$ cat config.mk
export PLATFORM = sky130hd
export DESIGN_NAME = sideband_requester_flat
export DESIGN_NICKNAME = d
export VERILOG_FILES = /design/src/logic/sideband_pkg.sv /design/src/logic/sideband_if.sv /design/src/logic/sideband_requester.sv /design/src/flat_wrapper.sv
export SDC_FILE = /design/constraint.sdc
export NUM_CORES = 1
export LEC_CHECK = 0
export BUFFER_PORTS_ARGS = -buffer_cell sky130_fd_sc_hd__buf_2
export CORE_MARGIN = 2
export CORE_UTILIZATION = 45
export DETAILED_ROUTE_END_ITERATION = 16
export PLACE_DENSITY = 0.81
export SLEW_MARGIN = 25
export SYNTH_ARGS = -nofsm -noshare
export SYNTH_HDL_FRONTEND = slang
export SYNTH_SLANG_ARGS = --single-unit
$ cat constraint.sdc
create_clock -name clock -period 2 [get_ports clock]
set_clock_uncertainty 0.05 [all_clocks]
set_input_delay 0.1 -clock clock [delete_from_list [all_inputs] [get_ports clock]]
set_output_delay 0.1 -clock clock [all_outputs]
set_load 0.01 [all_outputs]
$ cat src/logic/sideband_pkg.sv
package sideband_pkg;

  // ---------------------------------------------------------------------------
  // Widths and limits
  // ---------------------------------------------------------------------------
  localparam int STREAM_W_DEFAULT    = 32;
  localparam int STREAM_W_MAX        = 32;
  localparam int SUBSTREAM_W_DEFAULT = 20;
  localparam int SUBSTREAM_W_MAX     = 20;
  localparam int ADDR_W_DEFAULT      = 32;

  // ---------------------------------------------------------------------------
  // Values after reset and defaults of absent signals
  // ---------------------------------------------------------------------------
  localparam logic RESET_FLAG        = 1'h0;
  localparam logic RESET_READY       = 1'h1;
  localparam logic [2:0] RESET_PROT  = 3'h2;
  localparam int   PROT_NONSEC_BIT   = 1;

  // ---------------------------------------------------------------------------
  // Translation scheme selected for one request
  // ---------------------------------------------------------------------------
  typedef enum logic [2:0] {
    SCHEME_NONSEC_PLAIN,
    SCHEME_NONSEC_SUB,
    SCHEME_SECURE_PLAIN,
    SCHEME_SECURE_SUB,
    SCHEME_BYPASS,
    SCHEME_ILLEGAL
  } scheme_t;

endpackage

$ cat src/logic/sideband_if.sv
`timescale 1ns/10ps
interface sideband_if #(
  parameter int ADDR_W      = sideband_pkg::ADDR_W_DEFAULT,
  parameter int STREAM_W    = sideband_pkg::STREAM_W_DEFAULT,
  parameter int SUBSTREAM_W = sideband_pkg::SUBSTREAM_W_DEFAULT
) (
  input wire logic clock,
  input wire logic arst_n
);
  logic                   valid;
  logic                   ready;
  logic                   is_write;
  logic [ADDR_W-1:0]      addr;
  logic [2:0]             prot;
  logic                   secure_stream_flag;
  logic [STREAM_W-1:0]    stream_ident;
  logic                   substream_valid;
  logic [SUBSTREAM_W-1:0] substream_ident;
  logic                   already_translated_flag;

  modport requester (
    input  clock, arst_n, ready,
    output valid, is_write, addr, prot, secure_stream_flag, stream_ident,
           substream_valid, substream_ident, already_translated_flag
  );

  modport translator (
    input  clock, arst_n, valid, is_write, addr, prot, secure_stream_flag,
           stream_ident, substream_valid, substream_ident, already_translated_flag,
    output ready
  );
endinterface

$ cat src/logic/sideband_requester.sv
`timescale 1ns/10ps
module sideband_requester #(
  parameter int ADDR_W        = sideband_pkg::ADDR_W_DEFAULT,
  parameter int STREAM_W      = sideband_pkg::STREAM_W_DEFAULT,
  parameter int SUBSTREAM_W   = sideband_pkg::SUBSTREAM_W_DEFAULT,
  parameter int OWN_STREAM_W  = STREAM_W,
  parameter bit HAS_SIDEBAND  = 1'b1,
  parameter bit HAS_SECURE    = 1'b1,
  parameter bit HAS_SUBSTREAM = 1'b1,
  parameter bit PCIE_MODE     = 1'b0,
  parameter logic [STREAM_W-1:0] STREAM_TIE = '0
) (
  input  wire logic                   clock,
  input  wire logic                   arst_n,
  sideband_if.requester               link,
  input  wire logic                   req_valid,
  output logic                        req_ready,
  input  wire logic                   req_is_write,
  input  wire logic [ADDR_W-1:0]      req_addr,
  input  wire logic [2:0]             req_prot,
  input  wire logic                   req_secure,
  input  wire logic [STREAM_W-1:0]    req_stream,
  input  wire logic                   req_sub_valid,
  input  wire logic [SUBSTREAM_W-1:0] req_substream,
  input  wire logic                   req_translated
);

  // ---------------------------------------------------------------------------
  // Elaboration checks
  // ---------------------------------------------------------------------------
  if (STREAM_W < 1 || STREAM_W > sideband_pkg::STREAM_W_MAX) begin : g_bad_sw
    $error("Stream identifier width out of range.");
  end
  if (SUBSTREAM_W < 1 || SUBSTREAM_W > sideband_pkg::SUBSTREAM_W_MAX) begin : g_bad_ssw
    $error("Substream identifier width out of range.");
  end
  if (OWN_STREAM_W < 0 || OWN_STREAM_W > STREAM_W) begin : g_bad_own
    $error("Own stream width out of range.");
  end
  if (ADDR_W < 1) begin : g_bad_aw
    $error("Address width out of range.");
  end

  // ---------------------------------------------------------------------------
  // Bits of the stream identifier that this component drives itself
  // ---------------------------------------------------------------------------
  logic [STREAM_W-1:0] own_mask;

  for (genvar i = 0; i < STREAM_W; i++) begin : g_own
    assign own_mask[i] = (i < OWN_STREAM_W);
  end

  // ---------------------------------------------------------------------------
  // Legalised flags for the next request
  // ---------------------------------------------------------------------------
  logic nxt_translated;
  logic nxt_secure;
  logic nxt_sub_valid;

  // A translated request may carry neither a secure stream nor a substream.
  always_comb begin
    nxt_translated = HAS_SIDEBAND & req_translated;
    nxt_secure     = HAS_SIDEBAND & HAS_SECURE & !PCIE_MODE
                     & req_secure & !nxt_translated;
    nxt_sub_valid  = HAS_SIDEBAND & HAS_SUBSTREAM
                     & req_sub_valid & !nxt_translated;
  end

  // ---------------------------------------------------------------------------
  // Legalised identifiers for the next request
  // ---------------------------------------------------------------------------
  logic [STREAM_W-1:0]    nxt_stream;
  logic [SUBSTREAM_W-1:0] nxt_substream;

  always_comb begin
    nxt_stream = '0;
    if (HAS_SIDEBAND) begin
      nxt_stream = (req_stream & own_mask) | (STREAM_TIE & ~own_mask);
    end
  end

  always_comb begin
    nxt_substream = '0;
    if (nxt_sub_valid) begin
      nxt_substream = req_substream;
    end
  end

  // ---------------------------------------------------------------------------
  // Protection attribute for the next request
  // ---------------------------------------------------------------------------
  logic [2:0] nxt_prot;

  // A non-secure stream must never reach the fabric marked as a secure access.
  always_comb begin
    nxt_prot = req_prot;
    if (!nxt_secure) begin
      nxt_prot[sideband_pkg::PROT_NONSEC_BIT] = 1'b1;
    end
  end

  // ---------------------------------------------------------------------------
  // Handshake towards the user and the link
  // ---------------------------------------------------------------------------
  logic valid_ff;
  logic req_ready_ff;
  logic nxt_valid;
  logic take;

  // The slot is free exactly when no request waits on the link, so ready is a
  // register at no cost: the translator accepts at most every other edge anyway.
  always_comb begin
    if (req_ready_ff) begin
      nxt_valid = req_valid;
    end else begin
      nxt_valid = !link.ready;
    end
  end

  assign take      = req_ready_ff && req_valid;
  assign req_ready = req_ready_ff;

  always_ff @(posedge clock or negedge arst_n) begin
    if (!arst_n) begin
      valid_ff <= sideband_pkg::RESET_FLAG;
    end else begin
      valid_ff <= nxt_valid;
    end
  end

  always_ff @(posedge clock or negedge arst_n) begin
    if (!arst_n) begin
      req_ready_ff <= sideband_pkg::RESET_READY;
    end else begin
      req_ready_ff <= !nxt_valid;
    end
  end

  // ---------------------------------------------------------------------------
  // Address channel payload, loaded only into a free slot
  // ---------------------------------------------------------------------------
  logic                   is_write_ff;
  logic [ADDR_W-1:0]      addr_ff;
  logic [2:0]             prot_ff;
  logic                   secure_ff;
  logic [STREAM_W-1:0]    stream_ff;
  logic                   sub_valid_ff;
  logic [SUBSTREAM_W-1:0] substream_ff;
  logic                   translated_ff;

  // Nothing below moves while a request waits, so the sideband stands with the address.
  always_ff @(posedge clock or negedge arst_n) begin
    if (!arst_n) begin
      is_write_ff <= sideband_pkg::RESET_FLAG;
      addr_ff     <= '0;
      prot_ff     <= sideband_pkg::RESET_PROT;
    end else if (take) begin
      is_write_ff <= req_is_write;
      addr_ff     <= req_addr;
      prot_ff     <= nxt_prot;
    end
  end

  always_ff @(posedge clock or negedge arst_n) begin
    if (!arst_n) begin
      secure_ff <= sideband_pkg::RESET_FLAG;
      stream_ff <= '0;
    end else if (take) begin
      secure_ff <= nxt_secure;
      stream_ff <= nxt_stream;
    end
  end

  always_ff @(posedge clock or negedge arst_n) begin
    if (!arst_n) begin
      sub_valid_ff <= sideband_pkg::RESET_FLAG;
      substream_ff <= '0;
    end else if (take) begin
      sub_valid_ff <= nxt_sub_valid;
      substream_ff <= nxt_substream;
    end
  end

  always_ff @(posedge clock or negedge arst_n) begin
    if (!arst_n) begin
      translated_ff <= sideband_pkg::RESET_FLAG;
    end else if (take) begin
      translated_ff <= nxt_translated;
    end
  end

  // ---------------------------------------------------------------------------
  // Link outputs
  // ---------------------------------------------------------------------------
  assign link.valid                   = valid_ff;
  assign link.is_write                = is_write_ff;
  assign link.addr                    = addr_ff;
  assign link.prot                    = prot_ff;
  assign link.secure_stream_flag      = secure_ff;
  assign link.stream_ident            = stream_ff;
  assign link.substream_valid         = sub_valid_ff;
  assign link.substream_ident         = substream_ff;
  assign link.already_translated_flag = translated_ff;

endmodule

$ cat src/flat_wrapper.sv
// flat-port wrapper written by rule: the top's interface ports become plain ports
module sideband_requester_flat 
#(
  parameter int ADDR_W        = sideband_pkg::ADDR_W_DEFAULT,
  parameter int STREAM_W      = sideband_pkg::STREAM_W_DEFAULT,
  parameter int SUBSTREAM_W   = sideband_pkg::SUBSTREAM_W_DEFAULT,
  parameter int OWN_STREAM_W  = STREAM_W,
  parameter bit HAS_SIDEBAND  = 1'b1,
  parameter bit HAS_SECURE    = 1'b1,
  parameter bit HAS_SUBSTREAM = 1'b1,
  parameter bit PCIE_MODE     = 1'b0,
  parameter logic [STREAM_W-1:0] STREAM_TIE = '0
)
  (clock, arst_n, req_valid, req_ready, req_is_write, req_addr, req_prot, req_secure, req_stream, req_sub_valid, req_substream, req_translated, link_ready, link_valid, link_is_write, link_addr, link_prot, link_secure_stream_flag, link_stream_ident, link_substream_valid, link_substream_ident, link_already_translated_flag);
  sideband_if #(.ADDR_W(ADDR_W), .STREAM_W(STREAM_W), .SUBSTREAM_W(SUBSTREAM_W)) link_i (.clock(clock), .arst_n(arst_n));
  input  wire logic clock;
  input  wire logic arst_n;
  input  wire logic req_valid;
  output logic req_ready;
  input  wire logic req_is_write;
  input  wire logic [ADDR_W-1:0] req_addr;
  input  wire logic [2:0] req_prot;
  input  wire logic req_secure;
  input  wire logic [STREAM_W-1:0] req_stream;
  input  wire logic req_sub_valid;
  input  wire logic [SUBSTREAM_W-1:0] req_substream;
  input  wire logic req_translated;
  input wire logic [$bits(link_i.ready)-1:0] link_ready;
  output wire logic [$bits(link_i.valid)-1:0] link_valid;
  output wire logic [$bits(link_i.is_write)-1:0] link_is_write;
  output wire logic [$bits(link_i.addr)-1:0] link_addr;
  output wire logic [$bits(link_i.prot)-1:0] link_prot;
  output wire logic [$bits(link_i.secure_stream_flag)-1:0] link_secure_stream_flag;
  output wire logic [$bits(link_i.stream_ident)-1:0] link_stream_ident;
  output wire logic [$bits(link_i.substream_valid)-1:0] link_substream_valid;
  output wire logic [$bits(link_i.substream_ident)-1:0] link_substream_ident;
  output wire logic [$bits(link_i.already_translated_flag)-1:0] link_already_translated_flag;
  assign link_i.ready = link_ready;
  assign link_valid = link_i.valid;
  assign link_is_write = link_i.is_write;
  assign link_addr = link_i.addr;
  assign link_prot = link_i.prot;
  assign link_secure_stream_flag = link_i.secure_stream_flag;
  assign link_stream_ident = link_i.stream_ident;
  assign link_substream_valid = link_i.substream_valid;
  assign link_substream_ident = link_i.substream_ident;
  assign link_already_translated_flag = link_i.already_translated_flag;
  sideband_requester #(.ADDR_W(ADDR_W), .STREAM_W(STREAM_W), .SUBSTREAM_W(SUBSTREAM_W), .OWN_STREAM_W(OWN_STREAM_W), .HAS_SIDEBAND(HAS_SIDEBAND), .HAS_SECURE(HAS_SECURE), .HAS_SUBSTREAM(HAS_SUBSTREAM), .PCIE_MODE(PCIE_MODE), .STREAM_TIE(STREAM_TIE)) u_core (.clock(clock), .arst_n(arst_n), .link(link_i), .req_valid(req_valid), .req_ready(req_ready), .req_is_write(req_is_write), .req_addr(req_addr), .req_prot(req_prot), .req_secure(req_secure), .req_stream(req_stream), .req_sub_valid(req_sub_valid), .req_substream(req_substream), .req_translated(req_translated));
endmodule
# After elaboration in Yosys (flattened, before gate mapping)
# Index checks and enable logic that the tools add are counted.
dict set report word_totals {
  regBits 93
  latch_bits 0
  ramBits 0
  rom_bits 0
  inputBits 95
  output_inout_bits 93
  wordCells 19
  memories 0
}
dict set report op_classes {
  addsub 0
  n_mul 0
  div 0
  order_cmp 0
  n_eq_ne 0
  n_shift 0
  muxes 3
  n_bitwise 2
  reduce_logical 4
}
# operator n
set op_table {}
lappend op_table {{20-bit 2-to-1 mux} 1}
lappend op_table {{1-bit zero test} 3}
lappend op_table {{1-bit AND} 2}
lappend op_table {{1-bit 2-to-1 mux} 2}
lappend op_table {{1-bit logical AND} 1}

# Depth between registers and ports, before layout
dict set report logic_depth {
  word_depth 3
  depth_mapped 4
  depth_no_buf 2
}

# Worst setup path before layout
# OpenSTA, ideal clock, no wires.
dict set report synth_path {
  path_type {register to register}
  from {register u_core.req_ready_ff (netlist: u_core.req_ready)}
  to {register u_core.addr_ff[0] (netlist: u_core.link.addr[0])}
  setup_time_ps 125
  t_arrival_ps 1313
  required_ps 1825
  slack_ps 512
  stages_incl_launch_ff 5
  n_path_buf 2
  synth_period_minus_slack_ps 1488
  cell_sequence {dfstp_2 -> buf_2 -> nand2_2 -> buf_6 -> mux2_4}
}
dict set report synth_via {
  elab_chain_cells 1
}
# element line
set synth_rtl {}
lappend synth_rtl {{start: declaration} sideband_requester.sv:106} ;# logic req_ready_ff;
lappend synth_rtl {{start signal: assignment} sideband_requester.sv:133} ;# req_ready_ff <= sideband_pkg::RESET_READY;
lappend synth_rtl {{start signal: assignment} sideband_requester.sv:135} ;# req_ready_ff <= !nxt_valid;
lappend synth_rtl {{1-bit logical AND} sideband_requester.sv:120} ;# assign take = req_ready_ff && req_valid;
lappend synth_rtl {{end signal: assignment} sideband_requester.sv:159} ;# addr_ff <= req_addr;
lappend synth_rtl {{end: declaration} sideband_requester.sv:143} ;# logic [ADDR_W-1:0] addr_ff;
# Every way passes these cells.
# A chain may end at the register's enable or synchronous reset.

# Worst setup path after layout
dict set report layout_path {
  from {register u_core.req_ready_ff (netlist: u_core.req_ready)}
  to {register u_core.stream_ff[23] (netlist: u_core.link.stream_ident[23])}
}
dict set report layout_via {
  elab_chain_cells 1
}
# element line
set layout_rtl {}
lappend layout_rtl {{1-bit logical AND} sideband_requester.sv:120}
lappend layout_rtl {{end signal: assignment} sideband_requester.sv:170} ;# stream_ff <= nxt_stream;
lappend layout_rtl {{end: declaration} sideband_requester.sv:146} ;# logic [STREAM_W-1:0] stream_ff;
# Every way passes these cells.

==> run summary <==
Outcome: finished, final reports clean
Vias after detailed routing: 2,843
Rel. slew slack: 0.735
Mapped Area: 0.00365 sq mm
CP Capture Type: flip-flop
Chip Width: 94.0 microns
Fin crit share: 0.827
Finished Core Util: 0.750
Measured slew at the worst slew-check pin: 0.398 ns
Sequential share of power: 0.458
Combinational cell fraction of total power: 0.255
DRC: 0
Count of cell types in the netlist: 16
WL/cell: 17.7 microns
Top post-synthesis cells by area: dfrtp_1 (62%), mux2_4 (21%), mux2_1 (5.9%)
R2r startpoint: u_core.req_ready
Adder-cell share of the synthesized area: 0
CP Launch Type: flip-flop
Layout cells sized above 1: 0.532
Clk Latency, worst-skew pair: 0.35 ns
Register-to-register setup slack: 0.35 ns
Mapped Cells: 204
Post-CTS setup buffer count: 0
Num CTS Buffers: 9
Post-Syn Area per Cell: 17.9 sq um
Grt met1 use: 0.243
IO Pins: 188
Max Clock Freq: 0.605 GHz
Vias per inst: 4.77
M3 GR Usage: 0.0714
Core area: 0.00781 sq mm
Initial antenna violation count: 0
Synth area leader: dfrtp_1
Synth Register Bits: 93
Worst path required time: 2.18 ns
Sw frac: 0.271
DP Wirelength: 6110 microns
Die Y: 94.0 microns
N_diodes: 0
Pwr Total: 0.00522 W
GR Util All Layers: 0.240
Post_cts resized: 0
CTS Sinks: 93
Lkg Pwr: 3.09 nW
Switching pwr: 0.00141 W
Simple-Gate Fraction of Synth Area: 0.00618
RSZ-0062 raised after global routing: no
TritonRoute pass-1 iters: 4
Worst setup path start: u_core.req_ready
Final min period: 1.65 ns
Synth Area in XOR/XNOR: 0
Hold path startpoint: req_valid
Clock power share: 0.288
CP Class: reg -> reg
Number of global-route vias before repair: 3,177
Compound-gate portion of the synthesized area: 0.0539
Final setup viols: 0
Starting Density: 0.467
GRT overflow: 0
Gr busiest metal: met2
Num rows: 32
Yosys warnings: 0
Final Hold Vio Count: 0
Max-slew violation count: 0
Main combinational cell family by area after synthesis: multiplexers
Largest net degree at the start of global routing: 48
Final setup TNS: 0 ns
Nets@finish: 584
RD Place Congestion: 0.727
CTS tree: built
Max Cap Viol: 0
Area delta synth->final: 60.7%
Die ar.: 0.00884 sq mm
Post-synthesis mux area share: 0.270
CTS H-tree lvls: 3
Syn_nets: 299
Grt met2 use: 0.458
CP max FO: 22
Routed Antenna Nets: 0
Drt total wl: 10,600 microns
Internal: 0.00381 W
Yosys top cell area share: 0.625
Port Buf Inserts: 187
Clock transition at the registers of the reported paths: 0.10 ns
Crit path DAT: 1.84 ns
# fillers: 475
Root Buffer: clkbuf_8
Max IR drop VDD: 465 uV
Starting DRC count in detailed routing: 56
Max clock buf depth: 2
Pwr Density: 890 mW/mm^2
Type of the worst min-delay path: in -> reg
Sequential area share after synthesis: 0.639
First-pass GRT wire length: 15,800 microns
==> path summary, 6_finish.rpt <==
path	end	cells past startpoint
setup / recovery	u_core.link.stream_ident[23]	3
hold / removal	u_core.link.valid	2
setup reg to reg	u_core.link.stream_ident[23]	3
hold reg to reg	u_core.link.substream_valid	1
max in group asynchronous	u_core.req_ready	3
min in group asynchronous	u_core.link.substream_ident[14]	2
==> flip-flops by register name, summed over array words and instances, names as in the netlist <==
name,flops
u_core.link.valid,1
u_core.link.substream_ident,20
u_core.link.substream_valid,1
u_core.link.already_translated_flag,1
u_core.link.is_write,1
u_core.link.secure_stream_flag,1
u_core.link.addr,32
u_core.req_ready,1
u_core.link.stream_ident,32
u_core.link.prot,3
==> cell usage in the layout (no fill, tap or decap), drive strengths merged, types with 2 or more instances in the layout <==
cell         instances
clkbuf               9
clkinv               3
dlygate4sd3         93
buf                193
inv                  3
dfrtp               91
a22o                20
bufinv               3
mux2                70
dfstp                2
==> worst max-delay path, cell delays in order, from the launching register on <==
cell	delay [ns]
dfstp_2	0.63
nand2_4	0.19
buf_4	0.30
mux2_1	0.35
==> cells by family after synthesis <==
logic type,after synthesis
flops,93
compound gates,23
mux,71
buf+inv,14
simple gates,3
==> power groups by stage <==
stage	clock network [W]	registers, W	logic, W
2_1_floorplan	0	0.00255	0.000488
3_3_place_gp	0	0.00239	0.00114
3_5_place_dp	0	0.00240	0.00117
4_1_cts	0.00153	0.00238	0.00132
5_1_grt	0.00162	0.00243	0.00142
6_report	0.00150	0.00239	0.00133
==> through the flow <==
stage	setup WS [ns]	area, sq um	hold WS [ns]	cells
2_1_floorplan	0.512	3650	-0.246	204
3_3_place_gp	0.411	4680	0.00299	487
3_5_place_dp	0.359	4680	0.00557	487
6_report	0.347	5860	0.0422	596
4_1_cts	0.344	5860	0.0231	596
5_1_grt	0.294	5860	0.0198	596
==> timing repair <==
action	CTS	global route
setup endpoints to repair	0	0
hold buffers	93	0
hold endpoints to repair	119	0
==> Yosys cell counts <==
| master | instances |
|---|---|
| a41oi_1 | 1 |
| mux2_2 | 1 |
| a21oi_1 | 1 |
| nand2_2 | 1 |
| a21o_1 | 1 |
| dfrtp_1 | 91 |
| mux2_4 | 50 |
| a22o_1 | 20 |
| mux2_1 | 19 |
| nor2b_1 | 1 |
| buf_2 | 5 |
| mux2i_1 | 1 |
| buf_6 | 7 |
| and4b_1 | 1 |
| inv_1 | 2 |
| dfstp_2 | 2 |
==> layout make-up <==
cell class	instances	area, sq um	share of cell area
clock buffer	9	124	0.0211
clock inverter	7	121	0.0207
inverter	2	7.51	0.00128
multi-input combinational	97	1210	0.206
sequential	93	2330	0.398
tap	102	128	0.0218
timing repair buffer	286	1940	0.331
==> metal layers <==
metal	up-vias	wire, microns	share of wire
li1	1295	-	-
met1	1389	3860	0.37
met2	131	5720	0.54
met3	28	674	0.064
met4	0	306	0.029
met5	-	0	0
No activity file was read; power rests on OpenSTA's default activity.
